File: src/hw/qltsi_pkg.sv
// constants and carriers shared by the quad transmit system interface
`default_nettype none
package qltsi_pkg;
  localparam int NUM_CH = 4;
  // register indexes; byte address is four times the index
  localparam logic [6:0] IDX_CH_CTRL0 = 7'h00;
  localparam logic [6:0] IDX_GLOBAL = 7'h42;
  localparam logic [6:0] IDX_STATUS = 7'h43;
  localparam int APB_ADDR_W = 12;
  localparam int APB_IDX_LSB = 2;
  localparam int APB_IDX_MSB = 8;
  // channel control fields
  localparam int CC_TX_EN = 0;
  localparam int CC_CODEC_EN = 1;
  localparam int CC_ALL_ONES = 2;
  localparam int CC_RX_PWR = 3;
  localparam logic [7:0] CC_WMASK = 8'h0f;
  localparam logic [7:0] CC_RST = 8'h0a;
  // global control fields
  localparam int GC_SINGLE_RAIL = 0;
  localparam int GC_E1 = 1;
  localparam int GC_RISING = 2;
  localparam int GC_PIN_HANDOVER = 6;
  localparam logic [7:0] GC_WMASK = 8'h47;
  localparam logic [7:0] GC_RST = 8'h04;
  // status fields
  localparam int ST_HOST = 0;
  localparam int ST_SINGLE_RAIL = 1;
  localparam int ST_E1 = 2;
  localparam int ST_TX_EN_LSB = 4;
  // line symbols held in the substitution delay line
  localparam logic [1:0] SYM_ZERO = 2'h0;
  localparam logic [1:0] SYM_MARK = 2'h1;
  localparam logic [1:0] SYM_BIP = 2'h2;
  localparam logic [1:0] SYM_VIOL = 2'h3;
  localparam logic [2:0] TAP_AMI = 3'h0;
  localparam logic [2:0] TAP_HDB3 = 3'h3;
  localparam logic [2:0] TAP_B8ZS = 3'h7;
  // substitution patterns, newest bit in the low symbol
  localparam logic [15:0] PAT_B8ZS = 16'h038e;
  localparam logic [15:0] MASK_B8ZS = 16'hffff;
  localparam logic [15:0] PAT_HDB3_ODD = 16'h0003;
  localparam logic [15:0] PAT_HDB3_EVEN = 16'h0083;
  localparam logic [15:0] MASK_HDB3 = 16'h00ff;
  // nominal line clock rates and the system clock period
  localparam int T1_RATE_KHZ = 1544;
  localparam int E1_RATE_KHZ = 2048;
  localparam int CLK_PERIOD_NS = 5;

  typedef struct packed {
    logic clk;
    logic plus;
    logic minus;
    logic allOnes;
    logic txOn;
  } qltsi_chan_pins_t;

  typedef struct packed {
    logic ctlSrc;
    logic edgeSel;
    logic singleRail;
    logic e1;
    logic busStyle;
    logic [6:0] addr;
    logic [7:0] data;
  } qltsi_glob_pins_t;
endpackage : qltsi_pkg
`default_nettype wire

File: src/hw/qltsi_tx_system_interface.sv
// transmit system-side input logic, mode selection and register file
//
// Notes on behaviour
// - dual-rail samples plus and minus inputs together on selected clock edge.
// - dual-rail plus sampled high gives positive pulse, low gives none.
// - dual-rail minus sampled high gives negative pulse, low gives none.
// - single-rail samples the whole stream and encodes bipolar pulses.
// - host control with single-rail ignores the minus input entirely.
// - pin control single-rail: code select low enables encoder, high disables.
// - encoder on gives HDB3 for E1, B8ZS for T1; off gives AMI.
// - each channel's line clock times its whole transmit path.
// - pin control: all-ones input high sends unframed ones, low normal.
// - host control: all-ones pins are bus controls, not pattern commands.
// - transmit enable turns on only transmitter; low tri-states line outputs.
// - pin control keeps receivers powered; host control switches each one.
// - host control enable bits switch transmitters; handover bit returns pins.
// - control select low picks host control, high or floating pins.
// - host control takes registers from port; pin control disables port.
// - write strobe low enables data input; register latches on rising edge.
// - strobe-style bus reads when select is high as strobe falls.
// - pin control edge select: high rising, low falling sampling edge.
//
// Our own choices: the placing of the registers and the APB slave port.
`timescale 1ns/100ps
`default_nettype none
module qltsi_tx_system_interface
  import qltsi_pkg::*;
(
  input wire logic clk,
  input wire logic srst,
  input wire logic [NUM_CH-1:0] txLineClock,
  input wire logic [NUM_CH-1:0] txPlusRailIn,
  input wire logic [NUM_CH-1:0] txMinusRailIn,
  input wire logic [NUM_CH-1:0] txAllOnesCmd,
  input wire logic [NUM_CH-1:0] txSectionEnable,
  input wire logic controlSourceSelect,
  input wire logic txClockEdgeSelect,
  input wire logic singleRailSelect,
  input wire logic e1StandardSelect,
  input wire logic busStyleSelect,
  input wire logic [6:0] busAddr,
  input wire logic [7:0] busDataIn,
  output logic [7:0] busDataOut,
  output logic busDataOe,
  output logic [NUM_CH-1:0] lineOutPlus,
  output logic [NUM_CH-1:0] lineOutMinus,
  output logic [NUM_CH-1:0] lineOutOe,
  output logic [NUM_CH-1:0] rxPowerOn,
  input wire logic [APB_ADDR_W-1:0] paddr,
  input wire logic psel,
  input wire logic penable,
  input wire logic pwrite,
  input wire logic [31:0] pwdata,
  output logic [31:0] prdata,
  output logic pready,
  output logic pslverr
);
  qltsi_chan_pins_t chanMeta_ff [NUM_CH];
  qltsi_chan_pins_t chanSync_ff [NUM_CH];
  qltsi_glob_pins_t globMeta_ff;
  qltsi_glob_pins_t globSync_ff;
  logic [7:0] chanCtrl_ff [NUM_CH];
  logic [7:0] nxt_chanCtrl [NUM_CH];
  logic [7:0] global_ff;
  logic [7:0] nxt_global;
  logic [7:0] statusWord;
  logic [31:0] prdata_ff;
  logic [31:0] nxt_prdata;
  logic [7:0] busDataOut_ff;
  logic [7:0] nxt_busDataOut;
  logic busDataOe_ff;
  logic nxt_busDataOe;
  logic strobePrev_ff;
  logic nxt_strobePrev;
  logic csPrev_ff;
  logic nxt_csPrev;
  logic hostMode;
  logic singleRail;
  logic e1Mode;
  logic risingSel;
  logic pinHandover;
  logic [6:0] apbIdx;
  logic apbMapped;
  logic apbWrite;
  logic portWrite;
  logic portRead;
  logic wrEn;
  logic [6:0] wrIdx;
  logic [7:0] wrData;
  logic [NUM_CH-1:0] sampleEdge;
  logic [NUM_CH-1:0] codecEn;
  logic [NUM_CH-1:0] allOnes;
  logic [NUM_CH-1:0] txEn;
  logic [15:0] sym_ff [NUM_CH];
  logic [15:0] nxt_sym [NUM_CH];
  logic [NUM_CH-1:0] lastPol_ff;
  logic [NUM_CH-1:0] nxt_lastPol;
  logic [NUM_CH-1:0] parity_ff;
  logic [NUM_CH-1:0] nxt_parity;
  logic [NUM_CH-1:0] clkPrev_ff;
  logic [NUM_CH-1:0] linePlus_ff;
  logic [NUM_CH-1:0] nxt_linePlus;
  logic [NUM_CH-1:0] lineMinus_ff;
  logic [NUM_CH-1:0] nxt_lineMinus;

  // register read decode, shared by the bus slave and the strobe port
  function automatic logic [7:0] regRead(input logic [6:0] idx);
    logic [7:0] r;
    r = 8'h00;
    for (int i = 0; i < NUM_CH; i++) begin
      if (idx == 7'(IDX_CH_CTRL0 + i)) r = chanCtrl_ff[i];
    end
    if (idx == IDX_GLOBAL) r = global_ff;
    if (idx == IDX_STATUS) r = statusWord;
    return r;
  endfunction : regRead

  function automatic logic regMapped(input logic [6:0] idx);
    return (idx < 7'(IDX_CH_CTRL0 + NUM_CH)) || (idx == IDX_GLOBAL) || (idx == IDX_STATUS);
  endfunction : regMapped

  // two-stage synchronisers; the host bus fields settle long before the strobe edge
  always_ff @(posedge clk) begin
    if (srst) begin
      globMeta_ff <= '0;
      globSync_ff <= '0;
    end else begin
      globMeta_ff <= '{controlSourceSelect, txClockEdgeSelect, singleRailSelect,
                       e1StandardSelect, busStyleSelect, busAddr, busDataIn};
      globSync_ff <= globMeta_ff;
    end
  end

  // device-wide mode selection
  assign hostMode = !globSync_ff.ctlSrc;
  assign singleRail = hostMode ? global_ff[GC_SINGLE_RAIL] : globSync_ff.singleRail;
  assign e1Mode = hostMode ? global_ff[GC_E1] : globSync_ff.e1;
  assign risingSel = hostMode ? global_ff[GC_RISING] : globSync_ff.edgeSel;
  assign pinHandover = global_ff[GC_PIN_HANDOVER];

  // status word shows effective modes and transmitter state
  always_comb begin
    statusWord = 8'h00;
    statusWord[ST_HOST] = hostMode;
    statusWord[ST_SINGLE_RAIL] = singleRail;
    statusWord[ST_E1] = e1Mode;
    statusWord[ST_TX_EN_LSB +: NUM_CH] = txEn;
  end

  // apb slave: zero wait, read data captured in the setup cycle
  assign apbIdx = paddr[APB_IDX_MSB:APB_IDX_LSB];
  assign apbMapped = regMapped(apbIdx) && (paddr[APB_ADDR_W-1:APB_IDX_MSB+1] == '0);
  assign apbWrite = psel && penable && pwrite && apbMapped;
  assign pready = psel && penable;
  assign pslverr = psel && penable && !apbMapped;
  assign prdata = prdata_ff;

  // strobe port on the shared all-ones pins, live only under host control
  always_comb begin
    logic wrStrobe;
    logic dsStrobe;
    logic csN;
    wrStrobe = chanSync_ff[0].allOnes;
    dsStrobe = chanSync_ff[1].allOnes;
    csN = chanSync_ff[3].allOnes;
    nxt_strobePrev = globSync_ff.busStyle ? dsStrobe : wrStrobe;
    nxt_csPrev = csN;
    portWrite = 1'b0;
    if (hostMode && !globSync_ff.busStyle) begin
      portWrite = wrStrobe && !strobePrev_ff && !csPrev_ff;
    end else if (hostMode) begin
      portWrite = !dsStrobe && strobePrev_ff && !csN && !wrStrobe;
    end
    portRead = hostMode && !csN && !dsStrobe && (!globSync_ff.busStyle || wrStrobe);
    nxt_busDataOut = regRead(globSync_ff.addr);
    nxt_busDataOe = portRead;
  end

  always_ff @(posedge clk) begin
    if (srst) begin
      strobePrev_ff <= 1'b1;
      csPrev_ff <= 1'b1;
      busDataOut_ff <= 8'h00;
      busDataOe_ff <= 1'b0;
    end else begin
      strobePrev_ff <= nxt_strobePrev;
      csPrev_ff <= nxt_csPrev;
      busDataOut_ff <= nxt_busDataOut;
      busDataOe_ff <= nxt_busDataOe;
    end
  end
  assign busDataOut = busDataOut_ff;
  assign busDataOe = busDataOe_ff;

  // register file: bus slave wins over the strobe port in the same cycle
  assign wrEn = apbWrite || portWrite;
  assign wrIdx = apbWrite ? apbIdx : globSync_ff.addr;
  assign wrData = apbWrite ? pwdata[7:0] : globSync_ff.data;
  always_comb begin
    nxt_chanCtrl = chanCtrl_ff;
    nxt_global = global_ff;
    nxt_prdata = prdata_ff;
    if (psel && !penable) nxt_prdata = {24'h000000, regRead(apbIdx)};
    for (int i = 0; i < NUM_CH; i++) begin
      if (wrEn && wrIdx == 7'(IDX_CH_CTRL0 + i)) nxt_chanCtrl[i] = wrData & CC_WMASK;
    end
    if (wrEn && wrIdx == IDX_GLOBAL) nxt_global = wrData & GC_WMASK;
  end

  always_ff @(posedge clk) begin
    if (srst) begin
      for (int i = 0; i < NUM_CH; i++) chanCtrl_ff[i] <= CC_RST;
      global_ff <= GC_RST;
      prdata_ff <= 32'h00000000;
    end else begin
      chanCtrl_ff <= nxt_chanCtrl;
      global_ff <= nxt_global;
      prdata_ff <= nxt_prdata;
    end
  end

  // per-channel transmit path, advanced only on the line clock's chosen edge
  for (genvar g = 0; g < NUM_CH; g++) begin : gChan
    logic clkNow;
    assign clkNow = chanSync_ff[g].clk;
    assign sampleEdge[g] = risingSel ? (clkNow && !clkPrev_ff[g]) : (!clkNow && clkPrev_ff[g]);
    assign codecEn[g] = singleRail && (hostMode ? chanCtrl_ff[g][CC_CODEC_EN]
                                                : !chanSync_ff[g].minus);
    assign allOnes[g] = hostMode ? chanCtrl_ff[g][CC_ALL_ONES] : chanSync_ff[g].allOnes;
    assign txEn[g] = (!hostMode || pinHandover) ? chanSync_ff[g].txOn
                                                : chanCtrl_ff[g][CC_TX_EN];
    assign rxPowerOn[g] = hostMode ? chanCtrl_ff[g][CC_RX_PWR] : 1'b1;
    assign lineOutOe[g] = txEn[g];
    assign lineOutPlus[g] = linePlus_ff[g];
    assign lineOutMinus[g] = lineMinus_ff[g];

    always_comb begin
      logic [15:0] sh;
      logic [15:0] mask;
      logic [15:0] pat;
      logic [2:0] tap;
      logic [1:0] s;
      logic p;
      logic m;
      sh = sym_ff[g];
      mask = 16'h0000;
      pat = 16'h0000;
      tap = TAP_AMI;
      s = SYM_ZERO;
      p = linePlus_ff[g];
      m = lineMinus_ff[g];
      nxt_sym[g] = sym_ff[g];
      nxt_lastPol[g] = lastPol_ff[g];
      nxt_parity[g] = parity_ff[g];
      // odd pulse count since last violation needs no balancing mark
      if (e1Mode) begin
        tap = TAP_HDB3;
        mask = MASK_HDB3;
        pat = parity_ff[g] ? PAT_HDB3_ODD : PAT_HDB3_EVEN;
      end else begin
        tap = TAP_B8ZS;
        mask = MASK_B8ZS;
        pat = PAT_B8ZS;
      end
      if (!codecEn[g]) tap = TAP_AMI;
      if (sampleEdge[g]) begin
        sh = {sym_ff[g][13:0], chanSync_ff[g].plus ? SYM_MARK : SYM_ZERO};
        if (codecEn[g] && ((sh & mask) == 16'h0000)) sh = (sh & ~mask) | pat;
        s = sh[{tap, 1'b0} +: 2];
        if (allOnes[g]) s = SYM_MARK;
        nxt_sym[g] = sh;
        unique case (s)
          SYM_ZERO: begin
            p = 1'b0;
            m = 1'b0;
          end
          SYM_MARK, SYM_BIP: begin
            p = !lastPol_ff[g];
            m = lastPol_ff[g];
            nxt_lastPol[g] = !lastPol_ff[g];
            nxt_parity[g] = !parity_ff[g];
          end
          SYM_VIOL: begin
            p = lastPol_ff[g];
            m = !lastPol_ff[g];
            nxt_parity[g] = 1'b0;
          end
        endcase
        // rails drive the line directly only in dual-rail mode
        if (!singleRail && !allOnes[g]) begin
          p = chanSync_ff[g].plus;
          m = chanSync_ff[g].minus;
        end
      end
      nxt_linePlus[g] = p;
      nxt_lineMinus[g] = m;
    end

    always_ff @(posedge clk) begin
      if (srst) begin
        chanMeta_ff[g] <= '0;
        chanSync_ff[g] <= '0;
        clkPrev_ff[g] <= 1'b0;
        sym_ff[g] <= 16'h0000;
        lastPol_ff[g] <= 1'b0;
        parity_ff[g] <= 1'b0;
        linePlus_ff[g] <= 1'b0;
        lineMinus_ff[g] <= 1'b0;
      end else begin
        chanMeta_ff[g] <= '{txLineClock[g], txPlusRailIn[g], txMinusRailIn[g],
                            txAllOnesCmd[g], txSectionEnable[g]};
        chanSync_ff[g] <= chanMeta_ff[g];
        clkPrev_ff[g] <= clkNow;
        sym_ff[g] <= nxt_sym[g];
        lastPol_ff[g] <= nxt_lastPol[g];
        parity_ff[g] <= nxt_parity[g];
        linePlus_ff[g] <= nxt_linePlus[g];
        lineMinus_ff[g] <= nxt_lineMinus[g];
      end
    end
  end
endmodule : qltsi_tx_system_interface
`default_nettype wire

File: config.mk
export PLATFORM = sky130hd
export DESIGN_NAME = qltsi_tx_system_interface
export DESIGN_NICKNAME = d
export VERILOG_FILES = /design/src/hw/qltsi_pkg.sv /design/src/hw/qltsi_tx_system_interface.sv
export SDC_FILE = /design/constraint.sdc
export NUM_CORES = 1
export LEC_CHECK = 0
export BUFFER_PORTS_ARGS = -buffer_cell sky130_fd_sc_hd__buf_2
export CAP_MARGIN = 20
export CELL_PAD_IN_SITES_DETAIL_PLACEMENT = 0
export CELL_PAD_IN_SITES_GLOBAL_PLACEMENT = 1
export CORE_UTILIZATION = 45
export DETAILED_ROUTE_END_ITERATION = 8
export GPL_TIMING_DRIVEN = 0
export PLACE_DENSITY_LB_ADDON = 0.1
export SLEW_MARGIN = 40
export SYNTH_ARGS = -nofsm -noshare
export SYNTH_HDL_FRONTEND = slang
export SYNTH_SLANG_ARGS = --single-unit
File: constraint.sdc
create_clock -name clk -period 8.37 [get_ports clk]
set_input_delay 0.837 -clock clk [delete_from_list [all_inputs] [get_ports clk]]
set_output_delay 0.837 -clock clk [all_outputs]
set_load 0.05 [all_outputs]
; After elaboration in Yosys (flattened, before gate mapping)
; Memory sizes are Yosys's and may differ from the RTL's.
; Index checks and enable logic that the tools add are counted.
[word_totals]
in_bits = 89
ram_bits = 104
memories = 3
reg_bits = 97
[classes]
n_shift = 4
eq_ne = 26
reduce_logical = 108
n_mux = 113
order_cmp = 1
bitwise_logic = 25
[memory_table]
columns = name, words, word_bits, read_ports, rd_clocked_by_memory_dff, wr, line_no
row1 = sym_ff, 4, 16, 4, 0, 4, qltsi_tx_system_interface.sv:94  ; logic [15:0] sym_ff [NUM_CH];
row2 = chanMeta_ff, 4, 5, 4, 0, 4, qltsi_tx_system_interface.sv:58  ; qltsi_chan_pins_t chanMeta_ff [NUM_CH];
row3 = chanSync_ff, 4, 5, 4, 0, 4, qltsi_tx_system_interface.sv:59  ; qltsi_chan_pins_t chanSync_ff [NUM_CH];
[op_table]
columns = op, n
row1 = $mux W16, 18
row2 = $and A16 B16 Y16, 8
row3 = $mux W8, 14
row4 = $logic_not A16 Y1, 4
row5 = $or A16 B16 Y16, 4
row6 = $shiftx A16 B5 Y2, 4
row7 = $eq A7 B2 Y1 const B, 6
row8 = $mux W1, 41
row9 = $logic_and A1 B1 Y1, 40
row10 = $mux W5, 8
row11 = $eq A7 B7 Y1 const B, 5
row12 = $logic_not A1 Y1, 34
row13 = $mux W10, 3
row14 = $pmux W1 S3, 8
row15 = $eq A7 B1 Y1 const B, 3
row16 = $logic_not A7 Y1, 3
row17 = $eq A2 B2 Y1 const B, 8
row18 = $mux W2, 8
row19 = $not A16 Y16, 1
row20 = $reduce_and A2 Y1, 8
row21 = $mux W3, 5
row22 = $mux W7, 2
row23 = $or A1 B1 Y1, 12
row24 = $reduce_or A2 Y1, 5
row25 = 8 further kinds, 25

; Depth between registers and ports, before layout
[depth]
depth_word = 14
depth_mapped = 12

; Worst setup path before layout
; Ideal clock, no wire load.
[synth_path]
path_type = input port to flip-flop
from = input port paddr[6]
to = register chanCtrl_ff[24] (netlist bit)
path_buffers = 1
cell_stages = 6
t_required_ns = 8.249
arrival_ns = 3.260
path_slack_ns = 4.989
path_cell_list = or4_4 -> buf_6 -> nor4_4 -> mux2i_1 -> nor4b_4 -> mux2_4
[synth_between]
elab_chain_cells = 8
[synth_rtl]
columns = element, line_no
row1 = from (decl), qltsi_tx_system_interface.sv:49  ; input wire logic [APB_ADDR_W-1:0] paddr,
row2 = $lt A7 B3 Y1 / $eq A7 B7 Y1 (equally long branches), qltsi_tx_system_interface.sv:119  ; return (idx < 7'(IDX_CH_CTRL0 + NUM_CH)) || (idx == IDX_GLOBAL) || (idx == IDX_STATUS);
row3 = $logic_or A1 B1 Y1 (2 in series), qltsi_tx_system_interface.sv:119
row4 = $logic_and A1 B1 Y1, qltsi_tx_system_interface.sv:152  ; assign apbMapped = regMapped(apbIdx) && (paddr[APB_ADDR_W-1:APB_IDX_MSB+1] == '0);
row5 = $logic_and A1 B1 Y1, qltsi_tx_system_interface.sv:153  ; assign apbWrite = psel && penable && pwrite && apbMapped;
row6 = $mux W7, qltsi_tx_system_interface.sv:197  ; assign wrIdx = apbWrite ? apbIdx : globSync_ff.addr;
row7 = $logic_not A7 Y1, qltsi_tx_system_interface.sv:205  ; if (wrEn && wrIdx == 7'(IDX_CH_CTRL0 + i)) nxt_chanCtrl[i] = wrData & CC_WMASK;
row8 = $logic_and A1 B1 Y1, qltsi_tx_system_interface.sv:205
row9 = to (signal assigned), qltsi_tx_system_interface.sv:216  ; chanCtrl_ff <= nxt_chanCtrl;
row10 = to (decl), qltsi_tx_system_interface.sv:62  ; logic [7:0] chanCtrl_ff [NUM_CH];
; Several ways; a longest one is shown, not always the timed one.
; A chain may end at the register's enable or synchronous reset.

; Worst setup path after layout
[layout_path]
from = register globSync_ff[19] (netlist bit)
to = output port lineOutOe[2]
[layout_between]
elab_chain_cells = 2
[layout_rtl]
columns = element, line_no
row1 = from (decl), qltsi_tx_system_interface.sv:61  ; qltsi_glob_pins_t globSync_ff;
row2 = from (signal assigned), qltsi_tx_system_interface.sv:130  ; globSync_ff <= globMeta_ff;
row3 = $logic_or A1 B1 Y1, qltsi_tx_system_interface.sv:230  ; assign txEn[g] = (!hostMode || pinHandover) ? chanSync_ff[g].txOn
row4 = $mux W1, qltsi_tx_system_interface.sv:230
row5 = to (decl), qltsi_tx_system_interface.sv:47  ; output logic [NUM_CH-1:0] lineOutOe,
; No other way between the ends.

==> tab_implementation.tex <==
\begin{tabular}{lr}
\hline
Metric & Value \\
\hline
\multicolumn{2}{l}{\textbf{Die}} \\
Top-level I/O count & about 150 \\
Number of rows created at floorplan & 48 \\
Core outline area & 0.0173 mm\^{}2 \\
Die height & between 100 and 150 um \\
Die ar. & 0.0182 mm\^{}2 \\
Initial cell density of the core & 46.0\% \\
Die Wd & 135 um \\
\multicolumn{2}{l}{\textbf{STA}} \\
Fin crit share & $\sim$45\% \\
Total negative setup slack & 0 ns \\
Fin. max-slew vios & 0 \\
Maximum clock rate & approximately 0.27 GHz \\
Number of hold-slack violations in the final timing report & 0 \\
Transition at the pin with the smallest max-transition slack & slightly below 0.8 ns \\
Layout Skew & approximately 0.015 ns \\
Max-slew headroom at the worst pin & a little under half \\
Final period demand of the worst path & around 3.8 ns \\
Number of endpoints failing setup at the final stage & 0 \\
Unrepaired setup endpoints after global routing & no \\
\multicolumn{2}{l}{\textbf{Synth}} \\
Mean instance size in the synthesized netlist & between 9 and 10 um\^{}2 \\
Number of unique standard cell types used by synthesis & between 50 and 60 \\
Multiplexer area fraction after synthesis & under 10\% \\
Fraction of post-synthesis cell area in the top cell type by area & between 40\% and 50\% \\
Synth area leader & sky130\_fd\_sc\_hd\_\_dfxtp\_1 \\
Post-synthesis share of cell area spent on and, or, nand and nor gates & $\sim$25\% \\
Most instantiated flip-flop cell in the synthesis netlist & sky130\_fd\_sc\_hd\_\_dfxtp\_1 \\
XOR/XNOR Fraction of Synth Area & 0.440\% \\
Post-Syn Instances & roughly 860 \\
Share of the synthesized area in compound gates (AO/OA/AOI/OAI) & between 10 and 15\% \\
Asr flop ratio synth & 0\% \\
Flip-flop and latch count after synthesis & between 150 and 200 \\
Main combinational cell family by area after synthesis & simple AND/OR/NAND/NOR gates \\
Cells taking the most area after synthesis & sky130\_fd\_sc\_hd\_\_dfxtp\_1 (48\%), sky130\_fd\_sc\_hd\_\_nor2b\_1 (7.2\%), sky130\_fd\_sc\_hd\_\_nand2\_1 (5.3\%), sky130\_fd\_sc\_hd\_\_mux2i\_1 (4.3\%), sky130\_fd\_sc\_hd\_\_a21oi\_1 (3.9\%) \\
Syn Std Cell Area & 0.00796 mm\^{}2 \\
Post-synthesis share of cell area spent on full adders, half adders and majority gates & 1.26\% \\
Sequential fraction of the synthesis area & 47.5\% \\
Number of synthesized flops with an enable pin & 0 \\
Synth warn & 0 \\
\multicolumn{2}{l}{\textbf{Clock network}} \\
Cell at the root of the clock tree & sky130\_fd\_sc\_hd\_\_clkbuf\_16 \\
Cts bufs inserted & 17 \\
Post-CTS setup-driven buffer insertion count & 0 \\
Number of levels the H-tree was split into & 4 \\
Clock tree from TritonCTS & built \\
Clock insertion delay at the later pin of the skew report & about 0.44 ns \\
Cts-stage hold buffer count & 0 \\
Number of gates resized after CTS & 0 \\
CTS sink count & $\sim$190 \\
Clock transition at the registers of the reported paths & roughly 0.080 ns \\
Worst-case clock buffer depth & 2 \\
\multicolumn{2}{l}{\textbf{Place}} \\
Number of buffer cells added on primary ports & about 90 \\
Detailed placement HPWL & $\sim$14,000 um \\
GP Congestion & around 0.8 \\
\multicolumn{2}{l}{\textbf{Critical path}} \\
Depth of the worst register-to-register path & 8 \\
Kind of start point of the critical path & flop \\
Crit path required time & about 7.5 ns \\
R2R Path End & parity\_ff[2] \\
R2R Path Start & globSync\_ff[19] \\
Class of the most critical setup path & reg -> out \\
Endpoint type of the worst setup path & output pin \\
Worst-path maximum fanout & 10 \\
WP data arrival & 2.92 ns \\
Setup slack on the worst flop-to-flop path & just under 5 ns \\
\multicolumn{2}{l}{\textbf{Route}} \\
Detailed Route Iter0 Violations & approximately 400 \\
Detail-routed net length per standard cell & 15.5 um \\
Vias per Instance & about 5 \\
Total detailed-routing wirelength & 19,100 um \\
Router iterations before antenna repair & 5 \\
Antenna violation net count after detailed routing & 0 \\
Via count & a little over 6,000 \\
Number of DRC violations after detailed routing & 0 \\
\multicolumn{2}{l}{\textbf{Global route}} \\
Antenna violations before repair & 0 \\
Overall routing resource usage & between 20\% and 30\% \\
Wire length of the first global-routing pass & about 30,000 um \\
Number of global-route vias before repair & 5,639 \\
Pin count of the biggest net entering global routing & 22 \\
Remaining Overflow, GRT & 0 \\
\multicolumn{2}{l}{\textbf{Cells and area}} \\
Share of layout cells above drive strength 1 & between 10\% and 20\% \\
Utilization after layout & between 50\% and 60\% \\
Commonest non-fill, non-tap cell in the layout & sky130\_fd\_sc\_hd\_\_dfxtp\_1 \\
Synth-to-layout area growth & 18.4\% \\
Nets & 1,090 \\
Number of filler instances in the final layout & 1,640 \\
Most frequent cells in the layout & sky130\_fd\_sc\_hd\_\_dfxtp\_1 (189), sky130\_fd\_sc\_hd\_\_nand2\_1 (112), sky130\_fd\_sc\_hd\_\_nor2b\_1 (92), sky130\_fd\_sc\_hd\_\_buf\_2 (90), sky130\_fd\_sc\_hd\_\_nor2\_1 (81) \\
Antenna fix cells & 0 \\
\multicolumn{2}{l}{\textbf{Pwr}} \\
Leakage power total & 3.69 nW \\
Total power after layout & between 1.5 and 2 mW \\
PwrDens & slightly above 200 mW/mm\^{}2 \\
VDD IR-drop max & around 0.14 mV \\
\multicolumn{2}{l}{\textbf{Run}} \\
Max-capacitance violation count & 0 \\
\multicolumn{2}{l}{\textbf{Outcome}} \\
Run status & finished clean \\
\multicolumn{2}{l}{\textbf{Min path}} \\
Kind of path behind the tightest hold check & reg -> reg \\
Worst Hold Depth & 1 \\
Worst Hold Launch & chanMeta\_ff[2][4] \\
End point of the most critical hold path & chanSync\_ff[2][4] \\
\hline
\end{tabular}
## routing by layer
layer	track usage, %	vias up	share of wire (%)
li1	-	3174	-
met1	31.9	2872	52
met2	32.7	130	44
met3	4.24	11	3.7
met4	5.18	0	0.71
met5	0	-	0
## where the power goes
| part | leakage, nW | total (mW) | internal [mW] | switching (mW) |
|---|---|---|---|---|
| clock | 0.303 | 0.845 | 0.437 | 0.408 |
| sequential | 1.54 | 0.938 | 0.925 | 0.0135 |
| combinational | 1.85 | 0.158 | 0.0550 | 0.103 |
## Yosys cell counts (11+ instances only)
cell type,number
sky130_fd_sc_hd__a211oi_1,15
sky130_fd_sc_hd__a21oi_1,62
sky130_fd_sc_hd__buf_4,24
sky130_fd_sc_hd__clkbuf_1,37
sky130_fd_sc_hd__dfxtp_1,189
sky130_fd_sc_hd__inv_1,12
sky130_fd_sc_hd__mux2_2,19
sky130_fd_sc_hd__mux2i_1,34
sky130_fd_sc_hd__nand2_1,112
sky130_fd_sc_hd__nand2b_1,24
sky130_fd_sc_hd__nor2_1,81
sky130_fd_sc_hd__nor2b_1,92
sky130_fd_sc_hd__nor3_1,11
sky130_fd_sc_hd__o211ai_1,13
## per-stage QoR
stage | instance area, um^2 | worst slack (ns) | instances | hold slack, ns
2_1_floorplan | 8050 | 4.99 | 885 | 0.414
3_3_place_gp | 8780 | 4.67 | 1199 | 0.419
3_5_place_dp | 8790 | 4.62 | 1199 | 0.422
4_1_cts | 9430 | 4.69 | 1231 | 0.441
5_1_grt | 9430 | 4.45 | 1231 | 0.453
6_report | 9430 | 4.61 | 1231 | 0.437
## critical path, stage by stage, from the launching register on
cell                       delay, ns
sky130_fd_sc_hd__dfxtp_1        0.53
sky130_fd_sc_hd__clkbuf_1       0.51
sky130_fd_sc_hd__clkbuf_1       0.58
sky130_fd_sc_hd__nor2_1         0.23
sky130_fd_sc_hd__mux2i_1        0.34
sky130_fd_sc_hd__inv_1          0.07
sky130_fd_sc_hd__buf_2          0.22
## how the worst max path moves through the flow
| stage | start | to | slack [ns] |
|---|---|---|---|
| detailed placement | paddr[6] | chanCtrl_ff[24] | 4.62 |
| floorplan | paddr[6] | chanCtrl_ff[24] | 4.99 |
| global placement | paddr[6] | chanCtrl_ff[24] | 4.67 |
| global route | globSync_ff[19] | lineOutOe[2] | 4.45 |
| CTS | globSync_ff[19] | lineOutOe[2] | 4.69 |
| finish | globSync_ff[19] | lineOutOe[2] | 4.61 |
## sequential cells by signal, summed over array words and instances, names as in the netlist
register and cells:
sym_ff 56, busDataOut 8, lineOutMinus 4, globMeta_ff 17, chanCtrl_ff 16, lineOutPlus 4, prdata 8, csPrev_ff 1
lastPol_ff 4, chanSync_ff 20, busDataOe 1, chanMeta_ff 20, parity_ff 4, globSync_ff 17, global_ff 4, strobePrev_ff 1
clkPrev_ff 4
## layout make-up
type                            instances  area (um^2)  share of cell area (%)
Buffer                                 68          354                    3.75
Clock buffer                           17          425                    4.51
Clock inverter                         15          211                    2.24
Inverter                               12         45.0                   0.478
Multi-Input combinational cell        616         3880                    41.2
Sequential cell                       189         3780                    40.1
Tap cell                              225          282                    2.98
Timing Repair Buffer                   89          445                    4.72
## cells by family (layout without fill, tap and decap cells)
family	after synthesis	count (layout)
adder cells (fa/ha/maj)	8	8
multiplexers	64	64
other	1	24
AO/OA/AOI/OAI	133	133
flip-flops	189	189
buffers and inverters	80	201
AND/OR/NAND/NOR	383	383
XOR/XNOR	4	4
Power figures use the tool's default switching activity.
